===== config.mk =====
export PLATFORM = sky130hd
export DESIGN_NAME = serial_eeprom_slave
export DESIGN_NICKNAME = d
export VERILOG_FILES = /design/src/serial_eeprom_pkg.sv /design/src/bus_condition_detect.sv /design/src/serial_eeprom_slave.sv
export SDC_FILE = /design/constraint.sdc
export NUM_CORES = 1
export LEC_CHECK = 0
export BUFFER_PORTS_ARGS = -buffer_cell sky130_fd_sc_hd__buf_2
export CAP_MARGIN = 25
export CORE_MARGIN = 10
export CORE_UTILIZATION = 34
export CTS_BUF_LIST = sky130_fd_sc_hd__clkbuf_2
export CTS_CLUSTER_SIZE = 24
export DETAILED_ROUTE_END_ITERATION = 8
export GPL_TIMING_DRIVEN = 0
export PLACE_DENSITY = 0.49
export SKIP_LAST_GASP = 1
export SYNTH_ARGS = -nofsm -noshare
export SYNTH_HDL_FRONTEND = slang
export SYNTH_SLANG_ARGS = --single-unit

===== constraint.sdc =====
create_clock -name clock_i -period 4.4 [get_ports clock_i]
set_input_delay 0.66 -clock clock_i [delete_from_list [all_inputs] [get_ports clock_i]]
set_output_delay 0.66 -clock clock_i [all_outputs]
set_load 0.1 [all_outputs]

===== src/serial_eeprom_pkg.sv =====
// Purpose: shared constants and types for the two-wire memory slave front end
// Assumes: one system clock; bus pins sampled asynchronously
// Notes: no registers, all control bits are plain ports
package serial_eeprom_pkg;

  // ==========================================================
  // select byte layout
  localparam logic [3:0] TYPE_ID_DEFAULT = 4'h5; // arbitrary neutral value
  localparam int SEL_RW_BIT = 0;
  localparam int SEL_CE_LO = 1;
  localparam int SEL_CE_HI = 3;
  localparam int SEL_TYPE_LO = 4;
  localparam int SEL_TYPE_HI = 7;
  localparam int BITS_PER_BYTE = 8;
  localparam logic [3:0] ACK_SLOT = 4'h8;
  localparam int PAGE_BYTES = 16;
  localparam int PAGE_ADDR_BITS = 4;
  localparam int ADDR_WIDTH = 11;

  // ==========================================================
  // pin sample and conditions seen on the bus
  typedef struct packed {
    logic scl;
    logic sda;
  } bus_lines_type;

  typedef struct packed {
    logic start;
    logic stop;
    logic scl_rise;
    logic scl_fall;
    logic sda;
  } bus_events_type;

  // write port toward the array latches
  typedef struct packed {
    logic [ADDR_WIDTH-1:0] addr;
    logic [7:0] data;
  } write_beat_type;

endpackage


===== src/bus_condition_detect.sv =====
// Purpose: synchronise the two bus lines and find edges, start and stop
// Assumes: lines change slowly against the system clock
// Notes: first sync stage feeds only the second
`timescale 1ns/1ps
module bus_condition_detect (
  // clock and reset
  input wire logic clock_i,
  input wire logic reset_i,
  // raw pins
  input wire serial_eeprom_pkg::bus_lines_type lines_i,
  // decoded events
  output serial_eeprom_pkg::bus_events_type events_o
);

  serial_eeprom_pkg::bus_lines_type meta_q;
  serial_eeprom_pkg::bus_lines_type sync_q;
  serial_eeprom_pkg::bus_lines_type prev_q;

  always_ff @(posedge clock_i) begin
    if (reset_i) begin
      meta_q <= '1;
      sync_q <= '1;
      prev_q <= '1;
    end else begin
      meta_q <= lines_i;
      sync_q <= meta_q;
      prev_q <= sync_q;
    end
  end

  // ==========================================================
  // start and stop need clock high in both samples
  wire scl_held_high = sync_q.scl & prev_q.scl;
  assign events_o.start = scl_held_high & prev_q.sda & ~sync_q.sda;
  assign events_o.stop = scl_held_high & ~prev_q.sda & sync_q.sda;
  assign events_o.scl_rise = sync_q.scl & ~prev_q.scl;
  assign events_o.scl_fall = ~sync_q.scl & prev_q.scl;
  assign events_o.sda = sync_q.sda;

endmodule


===== src/serial_eeprom_slave.sv =====
// Purpose: two-wire slave front end of a small serial memory
// Assumes: master drives the clock; bus sampled at 200 MHz
// Notes: array and programming timer sit outside; read data comes from a port
//
// Summary of operation
// - sample data on each rising clock edge while receiving.
// - start is data falling while clock is high.
// - stop is data rising while clock is high.
// - outside programming, watch for start and ignore everything else until one.
// - select byte msb first: type id, chip-enable code, read/write flag.
// - accept select only when type and chip-enable bits match pins.
// - larger parts use select bits 1 to 3 as address bits 8 to 10.
// - select bit 0 set means read, clear means write.
// - acknowledge select on ninth bit on match, else release and go standby.
// - transmitter releases after eight bits; receiver pulls low on ninth.
// - write select: ack select, receive and ack address, then wait data.
// - protected write still acks select and address, never data, no change.
// - protected if protect input high anytime from start to address end.
// - protect input low means writes allowed to the whole array.
// - stop after read gives standby with or without a master no-ack; any stop gives standby.
// - stop ending a write starts the programming cycle.
// - page write takes up to sixteen bytes, low four address bits wrap.
// - programming starts only on stop right after an acknowledge slot.
// - reads behave the same whatever the protect input.
`timescale 1ns/1ps
module serial_eeprom_slave #(
  parameter logic [3:0] TYPE_ID = serial_eeprom_pkg::TYPE_ID_DEFAULT,
  // 0..3: select bits taken as high address bits
  parameter int HIGH_ADDR_BITS = 3
) (
  // clock and reset
  input wire logic clock_i,
  input wire logic reset_i,
  // bus pins
  input wire logic scl_i,
  input wire logic sda_i,
  output logic sda_o,
  output logic sda_oe_n_o,
  // strap pins
  input wire logic chip_sel_pin_0_i,
  input wire logic chip_sel_pin_1_i,
  input wire logic chip_sel_pin_2_i,
  input wire logic write_protect_n_i,
  // array side
  input wire logic busy_i,
  input wire logic [7:0] read_data_i,
  output logic [serial_eeprom_pkg::ADDR_WIDTH-1:0] addr_o,
  output serial_eeprom_pkg::write_beat_type write_beat_o,
  output logic write_beat_valid_o,
  output logic read_advance_o,
  output logic program_start_o,
  output logic selected_o
);

  localparam int AW = serial_eeprom_pkg::ADDR_WIDTH;
  localparam int BW = serial_eeprom_pkg::BITS_PER_BYTE;
  // count once the ack clock has risen
  localparam logic [3:0] ACK_DONE = serial_eeprom_pkg::ACK_SLOT + 4'h1;

  if (HIGH_ADDR_BITS < 0 || HIGH_ADDR_BITS > 3) begin : g_bad_high_bits
    $error("HIGH_ADDR_BITS must be 0 to 3");
  end

  typedef enum logic [2:0] {
    ST_IDLE,
    ST_SELECT,
    ST_ADDR,
    ST_WDATA,
    ST_RDATA,
    ST_RACK
  } phase_type;

  // ==========================================================
  // synchronised straps; protect pin is level-only
  logic [3:0] strap_meta_q;
  logic [3:0] strap_q;
  logic busy_meta_q;
  logic busy_q;

  always_ff @(posedge clock_i) begin
    if (reset_i) begin
      strap_meta_q <= 4'h0;
      strap_q <= 4'h0;
      busy_meta_q <= 1'b0;
      busy_q <= 1'b0;
    end else begin
      strap_meta_q <= {write_protect_n_i, chip_sel_pin_2_i, chip_sel_pin_1_i,
        chip_sel_pin_0_i};
      strap_q <= strap_meta_q;
      busy_meta_q <= busy_i;
      busy_q <= busy_meta_q;
    end
  end

  // protect input is active high per pin level; low means writes open
  wire protect_level = strap_q[3];

  serial_eeprom_pkg::bus_events_type ev;
  serial_eeprom_pkg::bus_lines_type bus_pins;

  assign bus_pins = '{scl: scl_i, sda: sda_i};

  bus_condition_detect u_detect (
    .clock_i(clock_i),
    .reset_i(reset_i),
    .lines_i(bus_pins),
    .events_o(ev)
  );

  // ==========================================================
  // select decode
  function automatic logic select_match(input logic [7:0] sel, input logic [2:0] ce,
      input logic [3:0] tid);
    logic ok;
    ok = (sel[serial_eeprom_pkg::SEL_TYPE_HI:serial_eeprom_pkg::SEL_TYPE_LO] == tid);
    for (int i = 0; i < 3; i++) begin
      if (i >= HIGH_ADDR_BITS && sel[serial_eeprom_pkg::SEL_CE_LO + i] != ce[i]) begin
        ok = 1'b0;
      end
    end
    return ok;
  endfunction

  phase_type phase_q, phase_d;
  logic [7:0] shift_q;
  logic [3:0] bit_q;
  logic ack_drive_q;
  logic protect_q;
  logic wrote_q;
  logic after_ack_q;
  logic master_nack_q;
  logic [AW-1:0] addr_q;
  logic sda_low_q;

  wire [7:0] rx_byte = {shift_q[6:0], ev.sda};
  wire in_ack_slot = (bit_q == serial_eeprom_pkg::ACK_SLOT);
  // fall after the ack clock closes the nine-clock frame
  wire frame_end = ev.scl_fall & (bit_q == ACK_DONE);
  wire rx_phase = (phase_q == ST_SELECT) || (phase_q == ST_ADDR) || (phase_q == ST_WDATA);
  wire sample_bit = ev.scl_rise & rx_phase & (bit_q < 4'(BW));
  wire byte_done = sample_bit & (bit_q == 4'(BW - 1));
  wire sel_ok = select_match(rx_byte, strap_q[2:0], TYPE_ID);
  wire is_read = rx_byte[serial_eeprom_pkg::SEL_RW_BIT];
  wire [2:0] sel_hi = rx_byte[serial_eeprom_pkg::SEL_CE_HI:serial_eeprom_pkg::SEL_CE_LO];
  wire [AW-1:0] hi_mask = AW'(((1 << HIGH_ADDR_BITS) - 1) << BW);
  wire [AW-1:0] page_next = {addr_q[AW-1:serial_eeprom_pkg::PAGE_ADDR_BITS],
    addr_q[serial_eeprom_pkg::PAGE_ADDR_BITS-1:0] + 4'h1};
  wire [AW-1:0] seq_next = addr_q + 11'h001;
  wire write_prog = ev.stop & wrote_q & after_ack_q & ~protect_q;

  // ==========================================================
  // phase sequencing
  always_comb begin
    phase_d = phase_q;
    unique case (phase_q)
      ST_IDLE: phase_d = phase_q;
      ST_SELECT: if (frame_end) begin
        phase_d = ack_drive_q ? (shift_q[serial_eeprom_pkg::SEL_RW_BIT] ? ST_RDATA : ST_ADDR)
          : ST_IDLE;
      end
      ST_ADDR: if (frame_end) begin
        phase_d = ST_WDATA;
      end
      ST_WDATA: phase_d = phase_q;
      ST_RDATA: if (ev.scl_fall && in_ack_slot) begin
        phase_d = ST_RACK;
      end
      ST_RACK: if (frame_end) begin
        phase_d = master_nack_q ? ST_IDLE : ST_RDATA;
      end
    endcase
    if (ev.start && !busy_q) begin
      phase_d = ST_SELECT;
    end else if (ev.stop || ev.start) begin
      phase_d = ST_IDLE;
    end
  end

  always_ff @(posedge clock_i) begin
    if (reset_i) begin
      phase_q <= ST_IDLE;
    end else begin
      phase_q <= phase_d;
    end
  end

  // ==========================================================
  // bit and byte handling
  always_ff @(posedge clock_i) begin
    if (reset_i) begin
      shift_q <= 8'h00;
      bit_q <= 4'h0;
      ack_drive_q <= 1'b0;
      protect_q <= 1'b0;
      wrote_q <= 1'b0;
      after_ack_q <= 1'b0;
      master_nack_q <= 1'b0;
      addr_q <= '0;
      write_beat_o <= '0;
      write_beat_valid_o <= 1'b0;
      read_advance_o <= 1'b0;
    end else begin
      write_beat_valid_o <= 1'b0;
      read_advance_o <= 1'b0;
      if (ev.start) begin
        bit_q <= 4'h0;
        ack_drive_q <= 1'b0;
        after_ack_q <= 1'b0;
        protect_q <= protect_level;
        if (phase_q != ST_ADDR) begin
          wrote_q <= 1'b0;
        end
      end else begin
        if ((phase_q == ST_SELECT || phase_q == ST_ADDR) && protect_level) begin
          protect_q <= 1'b1;
        end
        // only the slot right after an ack may hold a programming stop
        if (frame_end) begin
          after_ack_q <= 1'b1;
        end else if (ev.scl_fall) begin
          after_ack_q <= 1'b0;
        end
        if (ev.scl_rise && phase_q != ST_IDLE && bit_q != ACK_DONE) begin
          bit_q <= bit_q + 4'h1;
        end
        if (sample_bit) begin
          shift_q <= rx_byte;
        end
        if (byte_done) begin
          unique case (phase_q)
            ST_SELECT: begin
              ack_drive_q <= sel_ok;
              if (sel_ok) begin
                // a read select replaces the high bits and keeps the low byte
                addr_q <= ((AW'(sel_hi) << BW) & hi_mask)
                  | (is_read ? (addr_q & ~hi_mask) : '0);
              end
            end
            ST_ADDR: begin
              ack_drive_q <= 1'b1;
              addr_q <= {addr_q[AW-1:BW], rx_byte};
            end
            ST_WDATA: begin
              ack_drive_q <= ~protect_q;
              if (!protect_q) begin
                write_beat_o <= '{addr: addr_q, data: rx_byte};
                write_beat_valid_o <= 1'b1;
                wrote_q <= 1'b1;
              end
            end
            default: ack_drive_q <= 1'b0;
          endcase
        end
        if (frame_end) begin
          bit_q <= 4'h0;
          ack_drive_q <= 1'b0;
          if (phase_q == ST_WDATA && !protect_q) begin
            addr_q <= page_next;
          end
        end
        if (phase_q == ST_RDATA && ev.scl_fall && in_ack_slot) begin
          addr_q <= seq_next;
          read_advance_o <= 1'b1;
        end
        if (phase_q == ST_RACK && ev.scl_rise) begin
          master_nack_q <= ev.sda;
        end
      end
    end
  end

  // ==========================================================
  // open-drain data output: low only to ack or send a zero
  wire [2:0] rd_index = (bit_q == ACK_DONE) ? 3'(BW - 1) : 3'(BW - 1) - bit_q[2:0];
  // ack during the ninth clock, else the next read bit; master owns its ack
  wire want_low = in_ack_slot ? (ack_drive_q & rx_phase)
    : ((phase_d == ST_RDATA) & ~read_data_i[rd_index]);
  // change only after clock falls so master sees stable data
  always_ff @(posedge clock_i) begin
    if (reset_i) begin
      sda_low_q <= 1'b0;
      sda_o <= 1'b0;
      sda_oe_n_o <= 1'b1;
      program_start_o <= 1'b0;
      selected_o <= 1'b0;
      addr_o <= '0;
    end else begin
      if (ev.scl_fall || ev.stop || ev.start) begin
        sda_low_q <= want_low & ~ev.stop & ~ev.start;
      end
      sda_o <= 1'b0;
      sda_oe_n_o <= ~sda_low_q;
      program_start_o <= write_prog;
      selected_o <= (phase_q != ST_IDLE) && (phase_q != ST_SELECT);
      addr_o <= addr_q;
    end
  end

endmodule


# Word-level counts from Yosys, hierarchy flattened

Index checks and enable logic that the tools add are counted.

Input bits: 17
Word-level logic and storage cells: 146
Output and inout port bits: 36
Register bits: 82

Muxes and demuxes: 33
Equality and inequality tests: 16
Reduce and logical (&&, ||, !) cells: 32
Bitwise logic cells: 30
$add $sub $neg: 4
Order comparisons: 2

Operators by type and width:

| kind                                                  | number |
|---|---|
| 2-to-1 mux 11 bit                                     | 5 |
| 2-to-1 mux 3 bit                                      | 10 |
| one-hot mux 11 bit (2 select lines)                   | 1 |
| AND 1 bit                                             | 18 |
| one-hot mux 3 bit (5 select lines)                    | 1 |
| 2-to-1 mux 1 bit                                      | 13 |
| adder 11 x 1 -> 11 bit, second input constant         | 1 |
| NOT 1 bit                                             | 11 |
| OR 11 x 8 -> 11 bit                                   | 1 |
| logical AND 1 bit                                     | 10 |
| == test 3 bit, second input constant                  | 3 |
| adder 4 x 1 -> 4 bit, second input constant           | 2 |
| == test 4 x 3 -> 1 bit, second input constant         | 2 |
| == test 4 bit, second input constant                  | 2 |
| 2-to-1 mux 8 bit                                      | 1 |
| AND reduction 4 bit                                   | 2 |
| nonzero test 2 bit                                    | 4 |
| == test 3 x 2 -> 1 bit, second input constant         | 2 |
| inequality test 3 x 2 -> 1 bit, second input constant | 2 |
| AND reduction 2 bit                                   | 3 |
| logical OR 1 bit                                      | 5 |
| < comparator 3 x 4 -> 1 bit, second input constant    | 1 |
| < comparator 4 bit, second input constant             | 1 |
| inequality test 4 bit, second input constant          | 1 |
| 13 further kinds                                      | 15 |

# Depth between registers and ports, before layout

Gate-level depths: netlist (run 1).

Depth in word-level cells: 12
Mapped depth: 8
Depth with buffers taken out: 7

# Cells and area by module

Synthesis (run 1) repeated with hierarchy kept, for this count alone.

Cell total of the unflattened synthesis: 363
Area total of the unflattened synthesis: 3,453.3 um2

Modules (own cells, without submodules):

| module               | cells an instance | area each (um2) | times used | seq. area each (um2) |
|---|---|---|---|---|
| serial_eeprom_slave  | 346               | 3,255.6         | 1          | 1,401.3 |
| bus_condition_detect | 17                | 197.7           | 1          | 120.1 |

# Least setup slack after synthesis (run 1)

OpenSTA, ideal clock, no wires.

Path type: register -> register
Start: register bit_q[0]
End: register write_beat_o[0] (netlist name)
Setup slack: 2.622 ns
Cell stages (with the launch flop): 9
Data required time: 4.330 ns
Setup time: 0.070 ns
Buffers on the path: 2
Clock period less this slack: 1.778 ns
Arrival: 1.707 ns
Path through: dfxtp_1 ha_1 nand4b_4 nor4_4 and2_1 buf_4 buf_6 nand2_1 a21oi_1

Word-level cells in the longest chain between the ends: 4
Elaborated cells on any way between the ends: 5
Classes of those cells: 1 x order compare; 1 x eq/ne; 2 x bitwise; 1 x reduce/logical

RTL lines:

| element                           | RTL line                   | RTL |
|---|---|---|
| start: declaration                | serial_eeprom_slave.sv:126 | `logic [3:0] bit_q;` |
| start signal: assignment          | serial_eeprom_slave.sv:224 | `bit_q <= bit_q + 4'h1;` |
| < comparator 4 bit                | serial_eeprom_slave.sv:140 | `wire sample_bit = ev.scl_rise & rx_phase & (bit_q < 4'(BW));` |
| AND 1 bit                         | serial_eeprom_slave.sv:140 |  |
| AND 1 bit (*)                     | serial_eeprom_slave.sv:141 | `wire byte_done = sample_bit & (bit_q == 4'(BW - 1));` |
| AND reduction 4 bit (no line) (*) | n/a                        |  |
| end signal: assignment            | serial_eeprom_slave.sv:246 | `write_beat_o <= '{addr: addr_q, data: rx_byte};` |
| end: declaration                  | serial_eeprom_slave.sv:48  | `output serial_eeprom_pkg::write_beat_type write_beat_o,` |

Mark *: on every way between the ends. The rest lies on a longest branch, timed or not.
A chain may end at the register's enable or synchronous reset.

# Worst setup path in the final report (run 1)

Start: register bit_q[0]
End: register addr_q[3]

Word-level cells in the longest chain between the ends: 7
Elaborated cells on any way between the ends: 12
Classes of those cells: 1 x order compare; 3 x eq/ne; 4 x mux; 3 x bitwise; 1 x reduce/logical

RTL lines:

| element                | RTL line                   | RTL |
|---|---|---|
| < comparator 4 bit     | serial_eeprom_slave.sv:140 |  |
| AND 1 bit              | serial_eeprom_slave.sv:140 |  |
| AND 1 bit              | serial_eeprom_slave.sv:141 |  |
| 2-to-1 mux 11 bit      | serial_eeprom_slave.sv:229 | `if (byte_done) begin` |
| 2-to-1 mux 11 bit      | serial_eeprom_slave.sv:257 | `if (phase_q == ST_WDATA && !protect_q) begin` |
| 2-to-1 mux 11 bit      | serial_eeprom_slave.sv:254 | `if (frame_end) begin` |
| 2-to-1 mux 11 bit (*)  | serial_eeprom_slave.sv:261 | `if (phase_q == ST_RDATA && ev.scl_fall && in_ack_slot) begin` |
| end signal: assignment | serial_eeprom_slave.sv:235 | `addr_q <= ((AW'(sel_hi) << BW) & hi_mask)` |
| end signal: assignment | serial_eeprom_slave.sv:258 | `addr_q <= page_next;` |
| end signal: assignment | serial_eeprom_slave.sv:262 | `addr_q <= seq_next;` |
| end: declaration       | serial_eeprom_slave.sv:132 | `logic [AW-1:0] addr_q;` |

Mark *: on every way between the ends. The rest lies on a longest branch, timed or not. The select of a mux whose other input is x is not followed.

==> flow_summary.json, run 1 <==
{
  "run_status": "finished, final reports clean",
  "use_met1_pct": 17.1,
  "grt_use_total_pct": 12.8,
  "regArea_um2": 1520,
  "initial_utilization_pct": 34.7,
  "min_path_type": "primary input to flop",
  "cts_root_buf": "clkbuf_2",
  "hold_buffers": 0,
  "ctsHtreeMaxLevel": 3,
  "setup_violations": 0,
  "grt_pass1_vias": 2731,
  "clock_sinks": 76,
  "fin_area_um2": 3870,
  "dieArea_um2": 14200,
  "slew_headroom_pct": 51.8,
  "ys.warnings.count": 0,
  "skew_ns": 0.0346,
  "syn_nets": 383,
  "p_leak_nw": 1.46,
  "yosys.area.top_type": "dfxtp_1",
  "overflow": 0,
  "crit_path_end_kind": "flop",
  "path_max_fanout": 8,
  "critical_path_buf_inv_count": 0,
  "syn2layout_area_growth_pct": 15.4,
  "cts_tree": "done",
  "use_met2_pct": 18.7,
  "startpoint_type": "flop",
  "synth.distinct_cells": 69,
  "grt_util_met3_pct": 3.87,
  "rsz0062_at_grt": "false",
  "peakVddDrop_mv": 0.139,
  "final_hold_viol_count": 0,
  "first_iter_violations": 206,
  "drive_gt1_share_pct": 23.9,
  "worstPathCellList": "ha_1 -> nand3b_1 -> o31ai_1 -> a211o_2 -> o211ai_1 -> a221oi_2",
  "n_fill_cell": 1009,
  "p_per_area_nw_per_um2": 298,
  "synth_edf_count": 0,
  "p_comb_share_pct": 5.5,
  "fin_nets": 442,
  "clockBufferDepth": 2,
  "core_area_um2": 9680,
  "setup_tns_ns": 0,
  "vias_per_cell": 5.07,
  "num_antenna_cells": 0,
  "grt_max_degree": 14,
  "synth-main-ff-cell": "dfxtp_1",
  "cp.arrival_ns": 2.59,
  "multi_input_area_um2": 1680,
  "synth_top_area_share_pct": 45.3,
  "cp.required_ns": 4.86,
  "synth_area_leaders": "dfxtp_1, nand2_1, a21oi_1, nor2b_1, nor2_1",
  "vias": 2841,
  "rows": 36,
  "die_x_um": 119,
  "cts_resized": 0,
  "place_area_um2": 3760,
  "seqPwrFrac_pct": 60.9,
  "drv_cap": 0,
  "cpPeakStageDelay_ns": 0.57,
  "synth_area_um2": 3360,
  "drt.antenna.violating_nets": 0,
  "ys_ff_latch": 76,
  "slew_violations": 0,
  "insertion_delay_ns": 0.54,
  "synthArstFlopShare_pct": 0,
  "critPathKind": "flop to flop",
  "postSynthCellCount": 363,
  "finalWirelength_um": 9120,
  "seq_area_frac_synth_pct": 45.3,
  "die_h_um": 119,
  "grt.busiest_layer": "met2",
  "slowest_stage": "dfxtp_1",
  "drt-wirelength-per-cell_um": 16.3,
  "num_io_pins": 53,
  "tightest_slew_ns": 0.718,
  "avgSynthCellArea_um2": 9.25,
  "crit_family": "compound AO/OA/AOI/OAI gates",
  "dpl.hpwl_um": 6550,
  "power.switching_mw": 0.307,
  "post-route-min-period_ns": 2.13,
  "p_sw_share_pct": 26.6,
  "grt_pass1_wl_um": 14700,
  "clkPwrFrac_pct": 33.6,
  "period_share_pct": 48.4,
  "cts_setup_buffers": 0,
  "port_buffers": 48,
  "drt_pre_antenna_iters": 5,
  "clk_pin_slew_ns": 0.21,
  "gp_congestion": 0.863,
  "timing.fmax_mhz": 470,
  "antenna_found_initial": 0,
  "drc_errors": 0,
  "intPower_mw": 0.847,
  "cts_made_buffers": 9
}
synth_stat cells (all sizes together) (6+ instances only):
cell type  count
clkbuf         9
nor3b          6
buf           14
nand4          7
nor2          29
a21oi         37
o21ai          9
or2            6
mux2i         10
nor2b         17
nand2         52
dfxtp         76
cell usage in the layout, fill, tap and decap left out, types with 3 or more instances in the layout:
| cell | Yosys | routed |
|---|---|---|
| a21oi_1 | 36 | 36 |
| a22oi_1 | 3 | 3 |
| a31oi_1 | 5 | 5 |
| and2_1 | 5 | 5 |
| buf_2 | 4 | 52 |
| buf_4 | 5 | 5 |
| buf_6 | 4 | 4 |
| clkbuf_1 | 9 | 9 |
| clkbuf_2 | 0 | 9 |
| dfxtp_1 | 76 | 76 |
| ha_1 | 3 | 3 |
| inv_1 | 5 | 5 |
| mux2i_1 | 10 | 10 |
| nand2_1 | 52 | 52 |
| nand2b_1 | 5 | 5 |
| nand3_1 | 5 | 5 |
| nand4_1 | 7 | 7 |
| nand4b_1 | 3 | 3 |
| nor2_1 | 27 | 27 |
| nor2b_1 | 17 | 17 |
| nor3_1 | 4 | 4 |
| nor3b_1 | 4 | 4 |
| o21ai_0 | 5 | 5 |
| o21ai_1 | 3 | 3 |
| or2_2 | 6 | 6 |
| xor2_1 | 4 | 4 |
routing by layer:
metal	wire length, µm	vias up	share of wire (%)
met5	0	-	0
met1	4340	1341	48
met3	618	15	6.8
met2	4020	79	44
met4	151	0	1.7
li1	-	1406	-
flip-flops by register name, summed over array words and instances, names as in the netlist, 2 cells and up:
| signal | flops |
|---|---|
| addr_o | 11 |
| addr_q | 11 |
| bit_q | 4 |
| phase_q | 3 |
| shift_q | 7 |
| u_detect.meta_q | 2 |
| u_detect.prev_q | 2 |
| write_beat_o | 19 |
cell type report:
cell class | count | share of cell area (%)
repair buffers | 48 | 6.20
clock buffers | 9 | 1.16
clock inverters | 7 | 1.71
inverters | 5 | 0.484
plain buffers | 23 | 3.62
flip-flops and latches | 76 | 39.3
multi-input cells | 259 | 43.3
well taps | 133 | 4.29
cells by family after synthesis:
kind of cell | Yosys count | synth area share (%)
muxes | 11 | 3.65
buffers and inverters | 28 | 4.73
other | 1 | 0.112
DFF | 76 | 45.3
xor gates and xnor gates | 5 | 1.30
AOI/OAI and AO/OA | 78 | 15.2
and+or+nand+nor | 161 | 28.6
adders and majority gates | 3 | 1.12
final timing paths:
kind / from / to / slack (ns) / depth (start not counted)
worst max-delay path: bit_q[0] / addr_q[3] / 2.27 / 6
worst min-delay path: scl_i / u_detect.meta_q[1] / 0.31 / 2
worst max register to register: bit_q[0] / addr_q[3] / 2.27 / 6
worst min register to register: sda_low_q / sda_oe_n_o / 0.43 / 1
power by group through the flow:
stage | clock network (mW) | registers, mW | logic, mW
after CTS | 0.400 | 0.703 | 0.0645
after floorplan | 0 | 0.721 | 0.0395
final | 0.387 | 0.703 | 0.0638
after global placement | 0 | 0.716 | 0.0639
after global routing | 0.432 | 0.705 | 0.0694
after detailed placement | 0 | 0.716 | 0.0642
per-stage QoR:
stage | setup WS (ns) | instances | total power [mW] | hold slack [ns] | utilization [%]
global route | 2.10 | 560 | 1.21 | 0.272 | 40.0
finish | 2.27 | 560 | 1.15 | 0.311 | 40.0
global placement | 2.29 | 544 | 0.780 | 0.389 | 38.9
floorplan | 2.62 | 363 | 0.760 | 0.370 | -
detailed placement | 2.32 | 544 | 0.780 | 0.393 | 38.9
CTS | 2.26 | 560 | 1.17 | 0.264 | 40.0
Note: power is estimated with default switching activity, not from simulation.
==> run 2: changes to the inputs <==
Settings changed: PLACE_DENSITY 0.49 to 0.51.
Clock period 4.4 ns to 1.7 ns, I/O delays scaled along.
==> flow_summary.json, run 2 (synthesized netlist as in run 1, its figures left out) <==
{
  "run_status": "finished, violations left",
  "violations": "setup timing",
  "first_iter_violations": 199,
  "initial_utilization_pct": 34.7,
  "ff2ff_path_depth": 9,
  "clock_sinks": 76,
  "drv_cap": 0,
  "path_max_fanout": 5,
  "p_leak_nw": 1.83,
  "cpPeakStageDelay_ns": 0.47,
  "reg2reg_from": "bit_q[0]",
  "final_common_cell": "dfxtp_1",
  "die_h_um": 119,
  "antenna_found_initial": 0,
  "port_buffers": 48,
  "rsz0062_at_grt": "true",
  "fin_nets": 477,
  "critPathKind": "flop to flop",
  "place_area_um2": 3790,
  "grt_use_total_pct": 13.7,
  "drt_pre_antenna_iters": 4,
  "ctsHtreeMaxLevel": 3,
  "rows": 36,
  "die_x_um": 119,
  "grt_max_degree": 13,
  "finalWirelength_um": 9790,
  "largestRegisters": "write_beat_o (19), addr_o (11), addr_q (11)",
  "gp_congestion": 0.894,
  "timing.fmax_mhz": 560,
  "grt_pass1_vias": 2922,
  "final_hold_viol_count": 0,
  "num_io_pins": 53,
  "post-route-min-period_ns": 1.79,
  "syn2layout_area_growth_pct": 36.5,
  "min-delay-start": "read_data_i[7]",
  "drive_gt1_share_pct": 42.5,
  "tightest_slew_ns": 0.699,
  "overflow": 0,
  "dpl.hpwl_um": 6600,
  "postLayoutSetupSlackWorst_ns": -0.0857,
  "regArea_um2": 1540,
  "clockBufferDepth": 2,
  "rrSetupSlack_ns": -0.09,
  "fin_area_um2": 4580,
  "n_fill_cell": 922,
  "setup_violations": 27,
  "cts_tree": "done",
  "cts_root_buf": "clkbuf_2",
  "startpoint": "bit_q[0]",
  "crit_path_end_kind": "flop",
  "worstPathCellList": "ha_4 -> nand4b_4 -> nor4_4 -> buf_4 -> and2_4 -> buf_6 -> buf_6 -> nand2_1 -> a21oi_2",
  "hold_depth": 5,
  "slew_headroom_pct": 53.4,
  "core_area_um2": 9680,
  "p_per_area_nw_per_um2": 687,
  "dieArea_um2": 14200,
  "crit_path_frequent_cell": "buf_6",
  "slew_violations": 0,
  "slowest_stage": "dfxtp_4",
  "cp.arrival_ns": 2.25,
  "skew_ns": 0.0354,
  "num_antenna_cells": 0,
  "drt.antenna.violating_nets": 0,
  "largest_register_ffs": 19,
  "min_to": "sda_low_q",
  "cp.required_ns": 2.16,
  "min_path_type": "primary input to flop",
  "final_cell_mix": "dfxtp_1, buf_2, nand2_1",
  "p_total_mw": 3.15,
  "peakVddDrop_mv": 0.350,
  "regMostFlops": "write_beat_o",
  "period_share_pct": 105,
  "cts_made_buffers": 9,
  "r2r_end": "write_beat_o[4]",
  "insertion_delay_ns": 0.54,
  "multi_input_area_um2": 1980,
  "grt_pass1_wl_um": 15700,
  "clk_pin_slew_ns": 0.23,
  "startpoint_type": "flop",
  "vias_per_cell": 5.13,
  "vias": 3048,
  "drc_errors": 0,
  "drt-wirelength-per-cell_um": 16.5
}
## run 2: what timing repair did
item | CTS | global route
gates cloned | 1 | 1
setup endpoints to repair | 47 | 47
resized for setup | 39 | 62
hold endpoints to repair | 5 | 0
hold buffers | 5 | 0
pin swaps | 16 | 16
buffers inserted | 20 | 9
## run 2: how the worst max path moves through the flow
stage / endpoint / slack, ns / depth (start not counted)
detailed placement: write_beat_o[8] / -0.37 / 7
finish: write_beat_o[4] / -0.09 / 9
floorplan: write_beat_o[0] / -0.02 / 8
global route: addr_q[3] / -0.18 / 8
global placement: write_beat_o[4] / -0.37 / 7
CTS: addr_q[2] / -0.05 / 8
## run 2: area by class of cell
class	count	share of cell area [%]
timing repair buffer	84	12.3
sequential	76	33.7
multi-input combinational	259	43.3
clock inverter	4	1.61
buffer	22	3.82
inverter	5	0.464
clock buffer	11	1.20
tap	133	3.63
## run 2: routing by layer
metal	up-vias	track usage [%]	routed length [µm]
met5	-	0	0
met1	1481	17.9	4460
li1	1467	-	-
met3	23	3.26	543
met4	0	5.58	243
met2	77	21.1	4540
## run 2: critical path: cells and delay by family (launching register included)
| family | cells | cell delay [ns] |
|---|---|---|
| simple gates | 4 | 0.50 |
| flops | 1 | 0.47 |
| buf+inv | 3 | 0.45 |
| fa+ha+maj | 1 | 0.17 |
| compound gates | 1 | 0.11 |
## run 2: power breakdown
part	total [mW]	internal (mW)	switching [mW]
clock network	1.14	0.495	0.643
logic	0.194	0.0734	0.121
registers	1.82	1.80	0.0191
## run 2: per-stage QoR
step | setup WS (ns) | utilization, % | setup TNS [ns] | hold slack, ns | instances
after detailed placement | -0.370 | 39.1 | -10.53 | 0.394 | 544
after global placement | -0.372 | 39.1 | -10.05 | 0.392 | 544
after floorplan | -0.0169 | - | -0.0860 | 0.335 | 363
after global routing | -0.185 | 47.3 | -4.37 | 0.235 | 594
final | -0.0857 | 47.3 | -1.36 | 0.248 | 594
after CTS | -0.0541 | 44.2 | -0.564 | 0.233 | 584
==> run 3: changes to the inputs <==
Settings changed: CORE_ASPECT_RATIO set to 0.75.
==> flow_summary.json, run 3 (synthesized netlist as in run 1, its figures left out) <==
{
  "min_path_type": "primary input to flop",
  "post-place-cells": 543,
  "p_total_mw": 2.97,
  "insertion_delay_ns": 0.55,
  "regMostFlops": "write_beat_o",
  "fin_nets": 477,
  "num_io_pins": 53,
  "period_share_pct": 104,
  "final_hold_viol_count": 0,
  "slew_headroom_pct": 65.2,
  "skew_ns": 0.0190,
  "run_status": "finished, violations left",
  "grt_pass1_wl_um": 15200,
  "crit_path_end_kind": "flop",
  "dpl.hpwl_um": 6710,
  "ctsHtreeMaxLevel": 3,
  "final_common_cell": "dfxtp_1",
  "drt.antenna.violating_nets": 0,
  "grt_pass1_vias": 2757,
  "clk_pin_slew_ns": 0.18,
  "p_leak_nw": 1.86,
  "rsz0062_at_grt": "true",
  "overflow": 0,
  "syn2layout_area_growth_pct": 37.5,
  "drt_pre_antenna_iters": 4,
  "drive_gt1_share_pct": 42.1,
  "core_area_um2": 9660,
  "cts_made_buffers": 9,
  "slew_violations": 0,
  "antenna_found_initial": 0,
  "cp.arrival_ns": 2.24,
  "final-instance-count-excl-fill": 593,
  "cts_root_buf": "clkbuf_2",
  "dieArea_um2": 14300,
  "drc_errors": 0,
  "maxUsedRoutingLayer": "met4",
  "setup_violations": 9,
  "routed-wl-met3_um": 802,
  "initial_utilization_pct": 34.8,
  "die_x_um": 135,
  "die_h_um": 106,
  "largest_register_ffs": 19,
  "gp_congestion": 0.869,
  "timing.fmax_mhz": 565,
  "cts_tree": "done",
  "peakVddDrop_mv": 0.365,
  "rows": 31,
  "final_cell_mix": "dfxtp_1, nand2_1, buf_2",
  "first_iter_violations": 160,
  "critPathKind": "flop to flop",
  "num_antenna_cells": 0,
  "path_max_fanout": 5,
  "drt-wirelength-per-cell_um": 16.7,
  "postLayoutSetupSlackWorst_ns": -0.0708,
  "drv_cap": 0,
  "startpoint_type": "flop",
  "post-route-min-period_ns": 1.77,
  "finalWirelength_um": 9920,
  "tightest_slew_ns": 0.522,
  "vias": 2996,
  "wl_met1_um": 4880,
  "pre_cts_slack_ns": -0.284,
  "port_buffers": 48,
  "cp.required_ns": 2.17,
  "vias_per_cell": 5.05,
  "largestRegisters": "write_beat_o (19), addr_o (11), addr_q (11)",
  "violations": "setup timing",
  "met2_length_um": 4120,
  "clock_sinks": 76,
  "p_per_area_nw_per_um2": 643,
  "clockBufferDepth": 2,
  "grt_max_degree": 12,
  "grt_use_total_pct": 13.4
}
## run 3: cell type report
class | instances | area [µm²]
clock inverter | 3 | 38.8
fill | 928 | 5040
clock buffer | 12 | 60.1
buffer | 21 | 163
inverter | 5 | 21.3
sequential | 76 | 1550
timing repair buffer | 85 | 599
tap | 132 | 165
multi-input combinational | 259 | 2020
## run 3: worst max-delay path, stage by stage (launching register included)
cell	delay, ns
dfxtp_4	0.42
nor4b_4	0.36
nand4_1	0.24
buf_4	0.22
o211a_1	0.22
o32ai_2	0.23
## run 3: power breakdown
part           leakage (nW)  internal (mW)  switching (mW)
logic                  1.17         0.0771           0.121
registers             0.619           1.80          0.0202
clock network        0.0695          0.344           0.608
total                  1.86           2.22           0.749
## run 3: routing by layer
metal / GRT usage [%] / vias to the layer above
met5: 0 / -
met1: 18.6 / 1411
met4: 4.50 / 0
met2: 17.9 / 89
li1: - / 1486
met3: 5.93 / 10
## run 3: path summary, 6_finish.rpt
check                          start              endpoint  slack [ns]  cells after the start
hold reg to reg   u_detect.meta_q[0]  u_detect.events_o[0]        0.43                      1
setup reg to reg            bit_q[0]             addr_q[7]       -0.07                      5
hold / removal        read_data_i[7]             sda_low_q        0.28                      5
setup / recovery            bit_q[0]             addr_q[7]       -0.07                      5
## run 3: what timing repair did
action | 4_1_cts | 5_1_grt
gates cloned | 1 | 2
resized for setup | 35 | 79
hold endpoints to repair | 5 | 0
buffers inserted | 19 | 10
pin swaps | 15 | 33
hold buffers | 5 | 0
endpoints found under the setup margin | 47 | 57
## run 3: per-stage QoR
stage	instance area, µm²	utilization (%)	TNS (ns)	hold WS, ns
6_report	4610	47.8	-0.179	0.282
4_1_cts	4220	43.7	-0.351	0.232
2_1_floorplan	3380	-	-0.0860	0.335
5_1_grt	4610	47.8	-4.03	0.273
3_5_place_dp	3790	39.2	-7.25	0.394
3_3_place_gp	3790	39.2	-7.38	0.391
